<file path="config.mk">
export PLATFORM = sky130hd
export DESIGN_NAME = ccr_cfg_regs
export DESIGN_NICKNAME = d
export VERILOG_FILES = /design/src/rtl/ccr_pkg.sv /design/src/rtl/ccr_cfg_regs.sv /design/src/rtl/ccr_i2c_slave.sv
export SDC_FILE = /design/constraint.sdc
export NUM_CORES = 1
export LEC_CHECK = 0
export BUFFER_PORTS_ARGS = -buffer_cell sky130_fd_sc_hd__buf_2
export CAP_MARGIN = 20
export CORE_MARGIN = 3
export CORE_UTILIZATION = 55
export DETAILED_ROUTE_END_ITERATION = 7
export GPL_ROUTABILITY_DRIVEN = 0
export PLACE_DENSITY = 0.79
export SLEW_MARGIN = 15
export SYNTH_ARGS = -nofsm -noshare
export SYNTH_HDL_FRONTEND = slang
export SYNTH_SLANG_ARGS = --single-unit
export TNS_END_PERCENT = 5
</file>
<file path="constraint.sdc">
create_clock -name clk -period 6.3 [get_ports clk]
set_clock_uncertainty 0.05 [all_clocks]
set_input_delay 1.26 -clock clk [delete_from_list [all_inputs] [get_ports clk]]
set_output_delay 1.26 -clock clk [all_outputs]
set_load 0.01 [all_outputs]
</file>
<file path="src/rtl/ccr_pkg.sv">
// shared constants and types for the charger configuration bank
package ccr_pkg;
  // ----------------------------------------
  // serial port
  // ----------------------------------------
  localparam logic [6:0] DEV_ADDR  = 7'h6b;
  localparam logic [7:0] LAST_IDX  = 8'h14;
  localparam logic [7:0] RD_BEYOND = 8'hff;
  localparam logic [7:0] RD_UNUSED = 8'h00;
  // ----------------------------------------
  // register indices
  // ----------------------------------------
  localparam logic [7:0] A_SRC  = 8'h00;
  localparam logic [7:0] A_VOS  = 8'h01;
  localparam logic [7:0] A_ADC  = 8'h02;
  localparam logic [7:0] A_PWR  = 8'h03;
  localparam logic [7:0] A_FAST_CHARGE_CURRENT = 8'h04;
  localparam logic [7:0] A_PRE  = 8'h05;
  localparam logic [7:0] A_CHARGE_VOLTAGE = 8'h06;
  localparam logic [7:0] A_PUMP = 8'h09;
  // ----------------------------------------
  // reset values and writable masks
  // ----------------------------------------
  localparam logic [7:0] R_SRC  = 8'h48;
  localparam logic [7:0] R_VOS  = 8'h06;
  localparam logic [7:0] R_ADC  = 8'h00;
  localparam logic [7:0] R_PWR  = 8'h1a;
  localparam logic [7:0] R_FAST_CHARGE_CURRENT = 8'h20;
  localparam logic [7:0] R_PRE  = 8'h13;
  localparam logic [7:0] R_CHARGE_VOLTAGE = 8'h5e;
  localparam logic [7:0] R_PUMP = 8'h00;
  localparam logic [7:0] M_VOS  = 8'h1f;
  localparam logic [7:0] M_ADC  = 8'hc0;
  localparam logic [7:0] M_PWR  = 8'hde;
  localparam logic [7:0] M_PUMP = 8'h03;
  // ----------------------------------------
  // bit and field positions
  // ----------------------------------------
  localparam int B_HIZ  = 7;
  localparam int B_ILEN = 6;
  localparam int B_CONV = 7;
  localparam int B_RATE = 6;
  localparam int B_BLD  = 7;
  localparam int B_WDR  = 6;
  localparam int B_CHG  = 4;
  localparam int B_PEN  = 7;
  localparam int B_UP   = 1;
  localparam int B_DN   = 0;
  localparam int B_BLOW = 1;
  localparam int B_RECH = 0;
  localparam int F_SYS  = 1;
  localparam int F_CHARGE_VOLTAGE = 2;
  localparam int F_IPRE = 4;
  // ----------------------------------------
  // codes and millivolt figures
  // ----------------------------------------
  localparam logic [5:0]  IIN_PSEL_HI = 6'h08;
  localparam logic [5:0]  IIN_PSEL_LO = 6'h3f;
  localparam logic [6:0]  FAST_CHARGE_CURRENT_MAX    = 7'h4f;
  localparam logic [6:0]  FAST_CHARGE_CURRENT_OFF    = 7'h00;
  localparam logic [5:0]  CHARGE_VOLTAGE_MAX    = 6'h30;
  localparam logic [15:0] VOS_STEP_MV = 16'h0064;
  localparam logic [15:0] VTH_MIN_MV  = 16'h0f3c;
  localparam logic [15:0] VTH_MAX_MV  = 16'h3bc4;
  // ----------------------------------------
  // serial slave states
  // ----------------------------------------
  typedef enum logic [4:0] {
    ST_IDLE  = 5'b00001,
    ST_DEV   = 5'b00010,
    ST_REG   = 5'b00100,
    ST_WDATA = 5'b01000,
    ST_RDATA = 5'b10000
  } ccr_i2c_st_t;
endpackage

</file>
<file path="src/rtl/ccr_cfg_regs.sv">
// configuration register bank of a single-cell charger behind an i2c slave
`timescale 1ns/10ps
`default_nettype none
// Behaviour
// - input limit code is 100mA plus 50mA/step, default 001000; pin limit caps it
// - finished source detection overwrites the input limit code
// - source select high loads 500mA, low loads 3.25A
// - offset code is 100mV/step, 0 to 3100mV, default 00110; top bits reserved
// - computed input voltage threshold is held between 3.9V and 15.3V
// - unloaded input at or below 6V adds offset once, above 6V twice
// - writing 1 starts a conversion; bit resets to 0 meaning idle
// - continuous conversion set makes the start bit ignore writes
// - watchdog restart bit restarts the timer, then clears itself
// - charge enable defaults to 1; writing 0 stops charging
// - minimum system voltage code is 3.0V plus 0.1V/step, default 101
// - pulse commands act only while pulse control enable is 1, default 0
// - fast charge current code is 64mA/step, default 0100000
// - zero fast charge code stops charging; codes above 1001111 store 1001111
// - charge voltage code is 3.84V plus 16mV/step, default 010111
// - charge voltage codes above 110000 store 110000
// - watchdog expiry restores defaults except input limit and offset codes
// - slave address 6BH; reads past index 14h return FFh
module ccr_cfg_regs
  import ccr_pkg::*;
(
  // clock and reset
  input  wire logic        clk,
  input  wire logic        rst_b,
  // serial bus
  input  wire logic        scl_in,
  input  wire logic        sda_in,
  output logic             sda_out,
  output logic             sda_oe_b,
  // analog and system inputs
  input  wire logic        source_select,
  input  wire logic        detect_done,
  input  wire logic        vbus_above_6v,
  input  wire logic [13:0] vbus_noload_mv,
  input  wire logic [5:0]  limit_setting_pin,
  input  wire logic        watchdog_expired,
  input  wire logic        reg_reset,
  input  wire logic        adc_done,
  // input regulation
  output logic             high_impedance_enable,
  output logic [5:0]       input_current_limit,
  output logic [13:0]      input_voltage_threshold,
  // conversion and watchdog
  output logic             conversion_start,
  output logic             continuous_conversion,
  output logic             watchdog_restart,
  // charge control
  output logic             battery_load_enable,
  output logic             charge_enable,
  output logic [2:0]       minimum_system_voltage,
  output logic             pulse_up_command,
  output logic             pulse_down_command,
  output logic [6:0]       fast_charge_current,
  output logic [3:0]       precharge_current,
  output logic [3:0]       termination_current,
  output logic [5:0]       charge_voltage,
  output logic             precharge_threshold_select,
  output logic             recharge_offset_select
);
  localparam int SW = 26;

  logic        wr_pulse;
  logic [7:0]  wr_addr, wr_data, rd_addr, rd_data;
  logic [SW-1:0] s1_reg, s2_reg;
  logic [5:0]  s3_reg;
  logic [7:0]  src_reg, vos_reg, adc_reg, pwr_reg;
  logic [7:0]  fast_charge_current_reg, pre_reg, charge_voltage_reg, pump_reg;
  logic [7:0]  src_next, vos_next, adc_next, pwr_next;
  logic [7:0]  fast_charge_current_next, pre_next, charge_voltage_next, pump_next;

  // ----------------------------------------
  // serial slave
  // ----------------------------------------
  ccr_i2c_slave u_slave (
    .clk      (clk),
    .rst_b    (rst_b),
    .scl_in   (scl_in),
    .sda_in   (sda_in),
    .sda_out  (sda_out),
    .sda_oe_b (sda_oe_b),
    .wr_pulse (wr_pulse),
    .wr_addr  (wr_addr),
    .wr_data  (wr_data),
    .rd_addr  (rd_addr),
    .rd_data  (rd_data)
  );

  // ----------------------------------------
  // pin synchronisers
  // ----------------------------------------
  wire [SW-1:0] pin_vec = {limit_setting_pin, vbus_noload_mv, source_select,
                           detect_done, vbus_above_6v, watchdog_expired,
                           reg_reset, adc_done};
  always_ff @(posedge clk or negedge rst_b) begin
    if (!rst_b) begin
      s1_reg <= '0;
      s2_reg <= '0;
      s3_reg <= 6'h00;
    end else begin
      s1_reg <= pin_vec;
      s2_reg <= s1_reg;
      s3_reg <= s2_reg[5:0];
    end
  end
  wire [5:0]  rise     = s2_reg[5:0] & ~s3_reg;
  wire        done_ev  = rise[0];
  wire        rrst_ev  = rise[1];
  wire        wdog_ev  = rise[2];
  wire        vbus_hi  = s2_reg[3];
  wire        det_ev   = rise[4];
  wire        psel     = s2_reg[5];
  wire [13:0] vbase    = s2_reg[19:6];
  wire [5:0]  pin_lim  = s2_reg[25:20];

  // ----------------------------------------
  // write decode
  // ----------------------------------------
  wire wr_src  = wr_pulse && (wr_addr == A_SRC);
  wire wr_vos  = wr_pulse && (wr_addr == A_VOS);
  wire wr_adc  = wr_pulse && (wr_addr == A_ADC);
  wire wr_pwr  = wr_pulse && (wr_addr == A_PWR);
  wire wr_fast_charge_current = wr_pulse && (wr_addr == A_FAST_CHARGE_CURRENT);
  wire wr_pre  = wr_pulse && (wr_addr == A_PRE);
  wire wr_charge_voltage = wr_pulse && (wr_addr == A_CHARGE_VOLTAGE);
  wire wr_pump = wr_pulse && (wr_addr == A_PUMP);
  wire dflt    = rrst_ev | wdog_ev;

  // ----------------------------------------
  // input source control
  // ----------------------------------------
  wire [5:0] det_code = psel ? IIN_PSEL_HI : IIN_PSEL_LO;
  wire [7:0] src_host = wr_src ? wr_data : src_reg;
  wire [1:0] src_top  = wdog_ev ? R_SRC[7:6] : src_host[7:6];
  wire [5:0] src_low  = det_ev ? det_code : src_host[5:0];
  assign src_next = rrst_ev ? R_SRC : {src_top, src_low};

  // offset survives the watchdog
  assign vos_next = rrst_ev ? R_VOS : wr_vos ? (wr_data & M_VOS) : vos_reg;

  // ----------------------------------------
  // conversion control
  // ----------------------------------------
  wire rate_now   = adc_reg[B_RATE];
  wire conv_write = wr_adc && !rate_now;
  wire conv_bit   = conv_write ? wr_data[B_CONV] :
                    done_ev    ? 1'b0 : adc_reg[B_CONV];
  wire rate_bit   = wr_adc ? wr_data[B_RATE] : rate_now;
  wire [7:0] adc_live = {conv_bit, rate_bit, 6'h00} & M_ADC;
  assign adc_next = dflt ? R_ADC : adc_live;

  // ----------------------------------------
  // power control
  // ----------------------------------------
  wire [7:0] pwr_host = wr_pwr ? (wr_data & M_PWR) : pwr_reg;
  wire       wdr_set  = wr_pwr && wr_data[B_WDR];
  wire [7:0] pwr_live = {pwr_host[7], wdr_set, pwr_host[5:0]};
  assign pwr_next = dflt ? R_PWR : pwr_live;

  // ----------------------------------------
  // charge current and voltage
  // ----------------------------------------
  wire [6:0] fast_charge_current_in  = (wr_data[6:0] > FAST_CHARGE_CURRENT_MAX) ? FAST_CHARGE_CURRENT_MAX : wr_data[6:0];
  wire [7:0] fast_charge_current_wr  = {wr_data[B_PEN], fast_charge_current_in};
  assign fast_charge_current_next = dflt ? R_FAST_CHARGE_CURRENT : wr_fast_charge_current ? fast_charge_current_wr : fast_charge_current_reg;

  assign pre_next = dflt ? R_PRE : wr_pre ? wr_data : pre_reg;

  wire [5:0] charge_voltage_in  = (wr_data[7:2] > CHARGE_VOLTAGE_MAX) ? CHARGE_VOLTAGE_MAX : wr_data[7:2];
  wire [7:0] charge_voltage_wr  = {charge_voltage_in, wr_data[1:0]};
  assign charge_voltage_next = dflt ? R_CHARGE_VOLTAGE : wr_charge_voltage ? charge_voltage_wr : charge_voltage_reg;

  assign pump_next = dflt ? R_PUMP : wr_pump ? (wr_data & M_PUMP) : pump_reg;

  // ----------------------------------------
  // register file
  // ----------------------------------------
  always_ff @(posedge clk or negedge rst_b) begin
    if (!rst_b) begin
      src_reg  <= R_SRC;
      vos_reg  <= R_VOS;
      adc_reg  <= R_ADC;
      pwr_reg  <= R_PWR;
      fast_charge_current_reg <= R_FAST_CHARGE_CURRENT;
      pre_reg  <= R_PRE;
      charge_voltage_reg <= R_CHARGE_VOLTAGE;
      pump_reg <= R_PUMP;
    end else begin
      src_reg  <= src_next;
      vos_reg  <= vos_next;
      adc_reg  <= adc_next;
      pwr_reg  <= pwr_next;
      fast_charge_current_reg <= fast_charge_current_next;
      pre_reg  <= pre_next;
      charge_voltage_reg <= charge_voltage_next;
      pump_reg <= pump_next;
    end
  end

  // ----------------------------------------
  // read mux
  // ----------------------------------------
  assign rd_data = (rd_addr == A_SRC)  ? src_reg  :
                   (rd_addr == A_VOS)  ? vos_reg  :
                   (rd_addr == A_ADC)  ? adc_reg  :
                   (rd_addr == A_PWR)  ? pwr_reg  :
                   (rd_addr == A_FAST_CHARGE_CURRENT) ? fast_charge_current_reg :
                   (rd_addr == A_PRE)  ? pre_reg  :
                   (rd_addr == A_CHARGE_VOLTAGE) ? charge_voltage_reg :
                   (rd_addr == A_PUMP) ? pump_reg :
                   (rd_addr > LAST_IDX) ? RD_BEYOND : RD_UNUSED;

  // ----------------------------------------
  // derived control values
  // ----------------------------------------
  wire [5:0]  iin_code = src_reg[5:0];
  wire        pin_on   = src_reg[B_ILEN];
  wire [5:0]  iin_eff  = (pin_on && (pin_lim < iin_code)) ? pin_lim : iin_code;

  wire [15:0] os_mv    = 16'(vos_reg[4:0]) * VOS_STEP_MV;
  wire [15:0] os_eff   = vbus_hi ? {os_mv[14:0], 1'b0} : os_mv;
  wire [15:0] vth_sum  = {2'b00, vbase} + os_eff;
  wire [15:0] vth_clip = (vth_sum < VTH_MIN_MV) ? VTH_MIN_MV :
                         (vth_sum > VTH_MAX_MV) ? VTH_MAX_MV : vth_sum;

  wire        pump_on  = fast_charge_current_reg[B_PEN];
  wire        up_eff   = pump_on & pump_reg[B_UP];
  wire        dn_eff   = pump_on & pump_reg[B_DN];
  wire        chg_eff  = pwr_reg[B_CHG] && (fast_charge_current_reg[6:0] != FAST_CHARGE_CURRENT_OFF);

  // ----------------------------------------
  // registered outputs
  // ----------------------------------------
  always_ff @(posedge clk or negedge rst_b) begin
    if (!rst_b) begin
      high_impedance_enable      <= 1'b0;
      input_current_limit        <= 6'h00;
      input_voltage_threshold    <= 14'h0000;
      conversion_start           <= 1'b0;
      continuous_conversion      <= 1'b0;
      watchdog_restart           <= 1'b0;
      battery_load_enable        <= 1'b0;
      charge_enable              <= 1'b0;
      minimum_system_voltage     <= 3'h0;
      pulse_up_command           <= 1'b0;
      pulse_down_command         <= 1'b0;
      fast_charge_current        <= 7'h00;
      precharge_current          <= 4'h0;
      termination_current        <= 4'h0;
      charge_voltage             <= 6'h00;
      precharge_threshold_select <= 1'b0;
      recharge_offset_select     <= 1'b0;
    end else begin
      high_impedance_enable      <= src_reg[B_HIZ];
      input_current_limit        <= iin_eff;
      input_voltage_threshold    <= vth_clip[13:0];
      conversion_start           <= adc_reg[B_CONV];
      continuous_conversion      <= adc_reg[B_RATE];
      watchdog_restart           <= pwr_reg[B_WDR];
      battery_load_enable        <= pwr_reg[B_BLD];
      charge_enable              <= chg_eff;
      minimum_system_voltage     <= pwr_reg[F_SYS +: 3];
      pulse_up_command           <= up_eff;
      pulse_down_command         <= dn_eff;
      fast_charge_current        <= fast_charge_current_reg[6:0];
      precharge_current          <= pre_reg[F_IPRE +: 4];
      termination_current        <= pre_reg[3:0];
      charge_voltage             <= charge_voltage_reg[F_CHARGE_VOLTAGE +: 6];
      precharge_threshold_select <= charge_voltage_reg[B_BLOW];
      recharge_offset_select     <= charge_voltage_reg[B_RECH];
    end
  end
endmodule
`default_nettype wire

</file>
<file path="src/rtl/ccr_i2c_slave.sv">
// byte-level i2c slave with register pointer and auto-increment
`timescale 1ns/10ps
`default_nettype none
module ccr_i2c_slave
  import ccr_pkg::*;
(
  // clock and reset
  input  wire logic       clk,
  input  wire logic       rst_b,
  // bus pins
  input  wire logic       scl_in,
  input  wire logic       sda_in,
  output logic            sda_out,
  output logic            sda_oe_b,
  // register side
  output logic            wr_pulse,
  output logic [7:0]      wr_addr,
  output logic [7:0]      wr_data,
  output logic [7:0]      rd_addr,
  input  wire logic [7:0] rd_data
);
  logic [1:0]  scl_s, sda_s;
  logic        scl_d, sda_d;
  ccr_i2c_st_t st_reg, st_next;
  logic [3:0]  cnt_reg, cnt_next;
  logic        ackph_reg, ackph_next, nack_reg, nack_next;
  logic [7:0]  sh_reg, sh_next, tx_reg, tx_next, ptr_reg, ptr_next;
  logic        oeb_reg, oeb_next, wr_next;
  logic [7:0]  waddr_next, wdata_next;

  // ----------------------------------------
  // pin synchronisers and edges
  // ----------------------------------------
  always_ff @(posedge clk or negedge rst_b) begin
    if (!rst_b) begin
      scl_s <= 2'h3;
      sda_s <= 2'h3;
      scl_d <= 1'b1;
      sda_d <= 1'b1;
    end else begin
      scl_s <= {scl_s[0], scl_in};
      sda_s <= {sda_s[0], sda_in};
      scl_d <= scl_s[1];
      sda_d <= sda_s[1];
    end
  end
  wire scl      = scl_s[1];
  wire sda      = sda_s[1];
  wire scl_rise = scl & ~scl_d;
  wire scl_fall = ~scl & scl_d;
  wire start_c  = scl & scl_d & sda_d & ~sda;
  wire stop_c   = scl & scl_d & ~sda_d & sda;

  // ----------------------------------------
  // protocol sequencing
  // ----------------------------------------
  always_comb begin
    st_next    = st_reg;
    cnt_next   = cnt_reg;
    ackph_next = ackph_reg;
    nack_next  = nack_reg;
    sh_next    = sh_reg;
    tx_next    = tx_reg;
    ptr_next   = ptr_reg;
    oeb_next   = oeb_reg;
    wr_next    = 1'b0;
    waddr_next = wr_addr;
    wdata_next = wr_data;
    if (start_c) begin
      st_next    = ST_DEV;
      cnt_next   = 4'h0;
      ackph_next = 1'b0;
      oeb_next   = 1'b1;
    end else if (stop_c) begin
      st_next    = ST_IDLE;
      ackph_next = 1'b0;
      oeb_next   = 1'b1;
    end else if (st_reg != ST_IDLE) begin
      if (scl_rise) begin
        if (ackph_reg) begin
          nack_next = sda;
        end else if (cnt_reg < 4'h8) begin
          sh_next  = {sh_reg[6:0], sda};
          cnt_next = cnt_reg + 4'h1;
        end
      end else if (scl_fall) begin
        if (ackph_reg) begin
          ackph_next = 1'b0;
          cnt_next   = 4'h0;
          oeb_next   = 1'b1;
          if (st_reg == ST_RDATA) begin
            if (nack_reg) begin
              st_next = ST_IDLE;
            end else begin
              tx_next  = rd_data;
              oeb_next = rd_data[7];
              ptr_next = ptr_reg + 8'h01;
            end
          end
        end else if (cnt_reg == 4'h8) begin
          ackph_next = 1'b1;
          nack_next  = 1'b0;
          unique case (st_reg)
            ST_DEV: begin
              if (sh_reg[7:1] == DEV_ADDR) begin
                oeb_next = 1'b0;
                st_next  = sh_reg[0] ? ST_RDATA : ST_REG;
              end else begin
                st_next    = ST_IDLE;
                ackph_next = 1'b0;
              end
            end
            ST_REG: begin
              if (sh_reg <= LAST_IDX) begin
                oeb_next = 1'b0;
                ptr_next = sh_reg;
                st_next  = ST_WDATA;
              end else begin
                st_next    = ST_IDLE;
                ackph_next = 1'b0;
              end
            end
            ST_WDATA: begin
              oeb_next   = 1'b0;
              wr_next    = 1'b1;
              waddr_next = ptr_reg;
              wdata_next = sh_reg;
              ptr_next   = ptr_reg + 8'h01;
            end
            ST_RDATA: oeb_next = 1'b1;
            ST_IDLE:  oeb_next = 1'b1;
          endcase
        end else if (st_reg == ST_RDATA) begin
          tx_next  = {tx_reg[6:0], 1'b0};
          oeb_next = tx_reg[6];
        end
      end
    end
  end

  always_ff @(posedge clk or negedge rst_b) begin
    if (!rst_b) begin
      st_reg    <= ST_IDLE;
      cnt_reg   <= 4'h0;
      ackph_reg <= 1'b0;
      nack_reg  <= 1'b0;
      sh_reg    <= 8'h00;
      tx_reg    <= 8'h00;
      ptr_reg   <= 8'h00;
      oeb_reg   <= 1'b1;
      wr_pulse  <= 1'b0;
      wr_addr   <= 8'h00;
      wr_data   <= 8'h00;
      sda_out   <= 1'b0;
    end else begin
      st_reg    <= st_next;
      cnt_reg   <= cnt_next;
      ackph_reg <= ackph_next;
      nack_reg  <= nack_next;
      sh_reg    <= sh_next;
      tx_reg    <= tx_next;
      ptr_reg   <= ptr_next;
      oeb_reg   <= oeb_next;
      wr_pulse  <= wr_next;
      wr_addr   <= waddr_next;
      wr_data   <= wdata_next;
      sda_out   <= 1'b0;
    end
  end
  assign sda_oe_b = oeb_reg;
  assign rd_addr  = ptr_reg;
endmodule
`default_nettype wire

</file>
==> reports/results.ini <==
[setup_path]
timing.reg2reg.setup_slack_ps = 1340
path_delay_family = adder cells
critical_path_buf_inv_count = 2
cp-end-kind = register
slowest_cp_cell = sky130_fd_sc_hd__or4_1
wp_data_required_ps = 6640
crit_path_start_kind = register
critical-path-top-cell-by-count = sky130_fd_sc_hd__ha_1
critical_path_peak_fanout = 10
crit_chain = inv_1, ha_1, inv_1, ha_1, ha_1, ha_1, nand2_1, o21bai_1, a21oi_1, xnor2_1, and2_1, ha_1, o21ai_0, a21oi_1, nor3_1, a211oi_4, o211ai_1, or4_1, a211o_1
critPathArrivalTime_ps = 5300
cpPeakStageDelay_ps = 660
setup.worst_path.class = reg2reg

[sta]
post-route-min-period_ps = 4959
worstMarginPinSlew_ps = 1081
timing.max_slew.rel_slack_pct = 27.93
grt_setup_unrepaired = false
final.setup.worst_slack_ps = 1341
final_max_slew_viol_count = 0
fmaxAchievable_mhz = 201.6
hold_viol_final = 0
timing.final.setup_violations = 0
final.setup.tns_ps = 0
fin_crit_sh_pct = 78.72

[cells_and_area]
final_util_pct = 65.57
final_layout_size_suffix_gt1_share_pct = 20.19
nets = 1031
insertedDiodeCount = 0
syn_to_final_growth_pct = 14.38
post_layout_nonfiller_instances = 1191

[yosys]
postSynthRegisterBits = 215
postSynth.topFlopCell = sky130_fd_sc_hd__dfrtp_1
synth_edf_count = 0
syn-num-nets = 947
synth_cells = 872
ys_async_sr_fraction_pct = 100.0
synthesis.area_per_instance_um2 = 11.10
netlist_area_um2 = 9676
ys_seq_area_share_pct = 55.92
netlist-cell-type-count = 74
ys_warn_count = 0

[cts]
tritoncts.num_buffers = 22
root_buf_cell = sky130_fd_sc_hd__clkbuf_16
cts_resized = 0
clock_sinks = 215
clk_latency_ps = 510
clk_path_buf_depth = 3
cts_post_setup_buffers_inserted = 0
cts_max_level = 1
cts_tree = yes
hold_bufs_at_cts = 0
worst_setup_hold_path_clk_slew_ps = 60

[global_route]
grt_max_degree = 118
antenna_found_initial = 0
wire_length_of_the_first_global_routing_pass_um = 36250
first_global_vias = 6934
grt-ovfl-total = 0
grt.total_usage_pct = 22.85

[floorplanning]
start_util_pct = 57.33
core_area_um2 = 16880
die_x_um = 138.6
rows = 47
num_io_pins = 86
dieArea_um2 = 19220
die_y_um = 138.6

[route]
met2RoutedLength_um = 10070
dr_wl_met3_um = 1514
drt-pass1-iter-count = 6
detail_route.drc_violations = 0
drt-vias-per-instance = 5.934
post_drt_wl_per_cell_um = 18.42
antenna_violating_nets_post_route = 0
met1Wirelength_um = 9659
drt_wl_total_um = 21940
maxUsedRoutingLayer = met4
num_vias = 7067
drtIter0Drc = 585

[place]
post-dp-hpwl_um = 14880
pre_cts_setup_slack_ps = 1385
io_buffers = 84
numPlacedInstances = 1152

[power_and_ir_drop]
fin_total_pwr_mw = 3.182
power-per-cell-area_nw_per_um2 = 287.5
total_leakage_power_nw = 5.186
peakVddDrop_v = 0.0002017

[worst_hold_path]
holdCritPathClass = reg2reg

[status]
outcome = complete, no violations

[job]
maxCapViolations = 0

## area by class of cell
class,instances,area (um^2)
multi-input cells,598,4035
inverters,30,112.6
flip-flops and latches,215,5410
repair buffers,89,479.2
clock inverters,10,136.4
clock buffers,29,618.1
fillers,1269,5811
well taps,220,275.3
## stage by stage
stage	hold WS [ps]	cell area, um^2
2_1_floorplan	281.2	9676
3_3_place_gp	281.7	10310
3_5_place_dp	284.7	10310
4_1_cts	298.3	11070
5_1_grt	303.9	11070
6_report	292.7	11070
## kinds of logic (layout without fill, tap and decap cells)
family	after synthesis	count (layout)	synth area share [%]
muxes	56	56	6.233
DFF	215	215	55.92
other	1	1	0.03876
buffers and inverters	59	158	2.379
xor gates and xnor gates	13	13	1.177
AOI/OAI and AO/OA	205	205	14.38
adders and majority gates	45	45	5.974
and+or+nand+nor	278	278	13.90
## synthesized netlist by cell type, types with 3 or more instances
cell type | number | share of area [%]
sky130_fd_sc_hd__a41oi_1 | 3 | 0.27
sky130_fd_sc_hd__ha_1 | 43 | 5.6
sky130_fd_sc_hd__nor2_1 | 73 | 2.8
sky130_fd_sc_hd__clkbuf_1 | 23 | 0.89
sky130_fd_sc_hd__a22o_1 | 4 | 0.36
sky130_fd_sc_hd__nand2_1 | 83 | 3.2
sky130_fd_sc_hd__dfstp_2 | 24 | 6.5
sky130_fd_sc_hd__buf_2 | 4 | 0.21
sky130_fd_sc_hd__mux2i_1 | 22 | 2.3
sky130_fd_sc_hd__o21a_1 | 6 | 0.47
sky130_fd_sc_hd__and3_1 | 7 | 0.45
sky130_fd_sc_hd__and3b_1 | 3 | 0.27
sky130_fd_sc_hd__nand4_1 | 7 | 0.45
sky130_fd_sc_hd__nor4_1 | 8 | 0.52
sky130_fd_sc_hd__xnor2_1 | 7 | 0.63
sky130_fd_sc_hd__a21boi_0 | 3 | 0.23
sky130_fd_sc_hd__a211oi_1 | 11 | 0.85
sky130_fd_sc_hd__nor2b_1 | 10 | 0.65
sky130_fd_sc_hd__nor3_1 | 8 | 0.41
sky130_fd_sc_hd__or2_2 | 5 | 0.32
sky130_fd_sc_hd__a21o_1 | 10 | 0.78
sky130_fd_sc_hd__nor3b_1 | 6 | 0.47
sky130_fd_sc_hd__o211ai_1 | 11 | 0.85
sky130_fd_sc_hd__xor2_1 | 6 | 0.54
sky130_fd_sc_hd__a211o_1 | 5 | 0.45
sky130_fd_sc_hd__nand3_1 | 40 | 2.1
sky130_fd_sc_hd__inv_1 | 30 | 1.2
sky130_fd_sc_hd__mux2_2 | 34 | 4.0
sky130_fd_sc_hd__a21oi_1 | 56 | 2.9
sky130_fd_sc_hd__a31oi_1 | 6 | 0.39
sky130_fd_sc_hd__a221oi_1 | 8 | 0.72
sky130_fd_sc_hd__o21ai_0 | 47 | 2.4
sky130_fd_sc_hd__nand2b_1 | 8 | 0.52
sky130_fd_sc_hd__dfrtp_1 | 191 | 49
sky130_fd_sc_hd__o22ai_1 | 3 | 0.19
sky130_fd_sc_hd__and2_1 | 7 | 0.45
## cell usage in the layout, fill, tap and decap left out, types with 10 or more instances in the layout
cell type                     n
sky130_fd_sc_hd__nand3_1     40
sky130_fd_sc_hd__a21o_1      10
sky130_fd_sc_hd__a21oi_1     56
sky130_fd_sc_hd__mux2i_1     22
sky130_fd_sc_hd__nor2_1      73
sky130_fd_sc_hd__clkbuf_16   23
sky130_fd_sc_hd__dfstp_2     24
sky130_fd_sc_hd__dfrtp_1    191
sky130_fd_sc_hd__buf_2       83
sky130_fd_sc_hd__nor2b_1     10
sky130_fd_sc_hd__o21ai_0     46
sky130_fd_sc_hd__o211ai_1    11
sky130_fd_sc_hd__inv_1       30
sky130_fd_sc_hd__a211oi_1    11
sky130_fd_sc_hd__ha_1        43
sky130_fd_sc_hd__mux2_2      34
sky130_fd_sc_hd__nand2_1     83
## final timing paths
path                                 start                           to  cells after the start
worst max register to register  vos_reg[3]   input_voltage_threshold[8]                     19
min in group asynchronous            rst_b  input_voltage_threshold[12]                      1
worst min register to register  s1_reg[24]                   s2_reg[24]                      0
worst min-delay path            s1_reg[24]                   s2_reg[24]                      0
worst max-delay path            vos_reg[3]   input_voltage_threshold[8]                     19
max in group asynchronous            rst_b                   adc_reg[6]                      2
## routing by layer
metal | vias up | global-route usage (%)
met5 | - | 0
met4 | 0 | 7.673
met3 | 58 | 4.172
met2 | 264 | 35.89
met1 | 3458 | 32.55
li1 | 3287 | -
## power by group
part           leakage, nW  total (mW)  switching [mW]  internal [mW]
Combinational         2.17       0.306           0.173          0.133
Clock                0.361        1.34           0.527          0.815
Sequential            2.66        1.53          0.0704           1.46
Power figures use the tool's default switching activity.
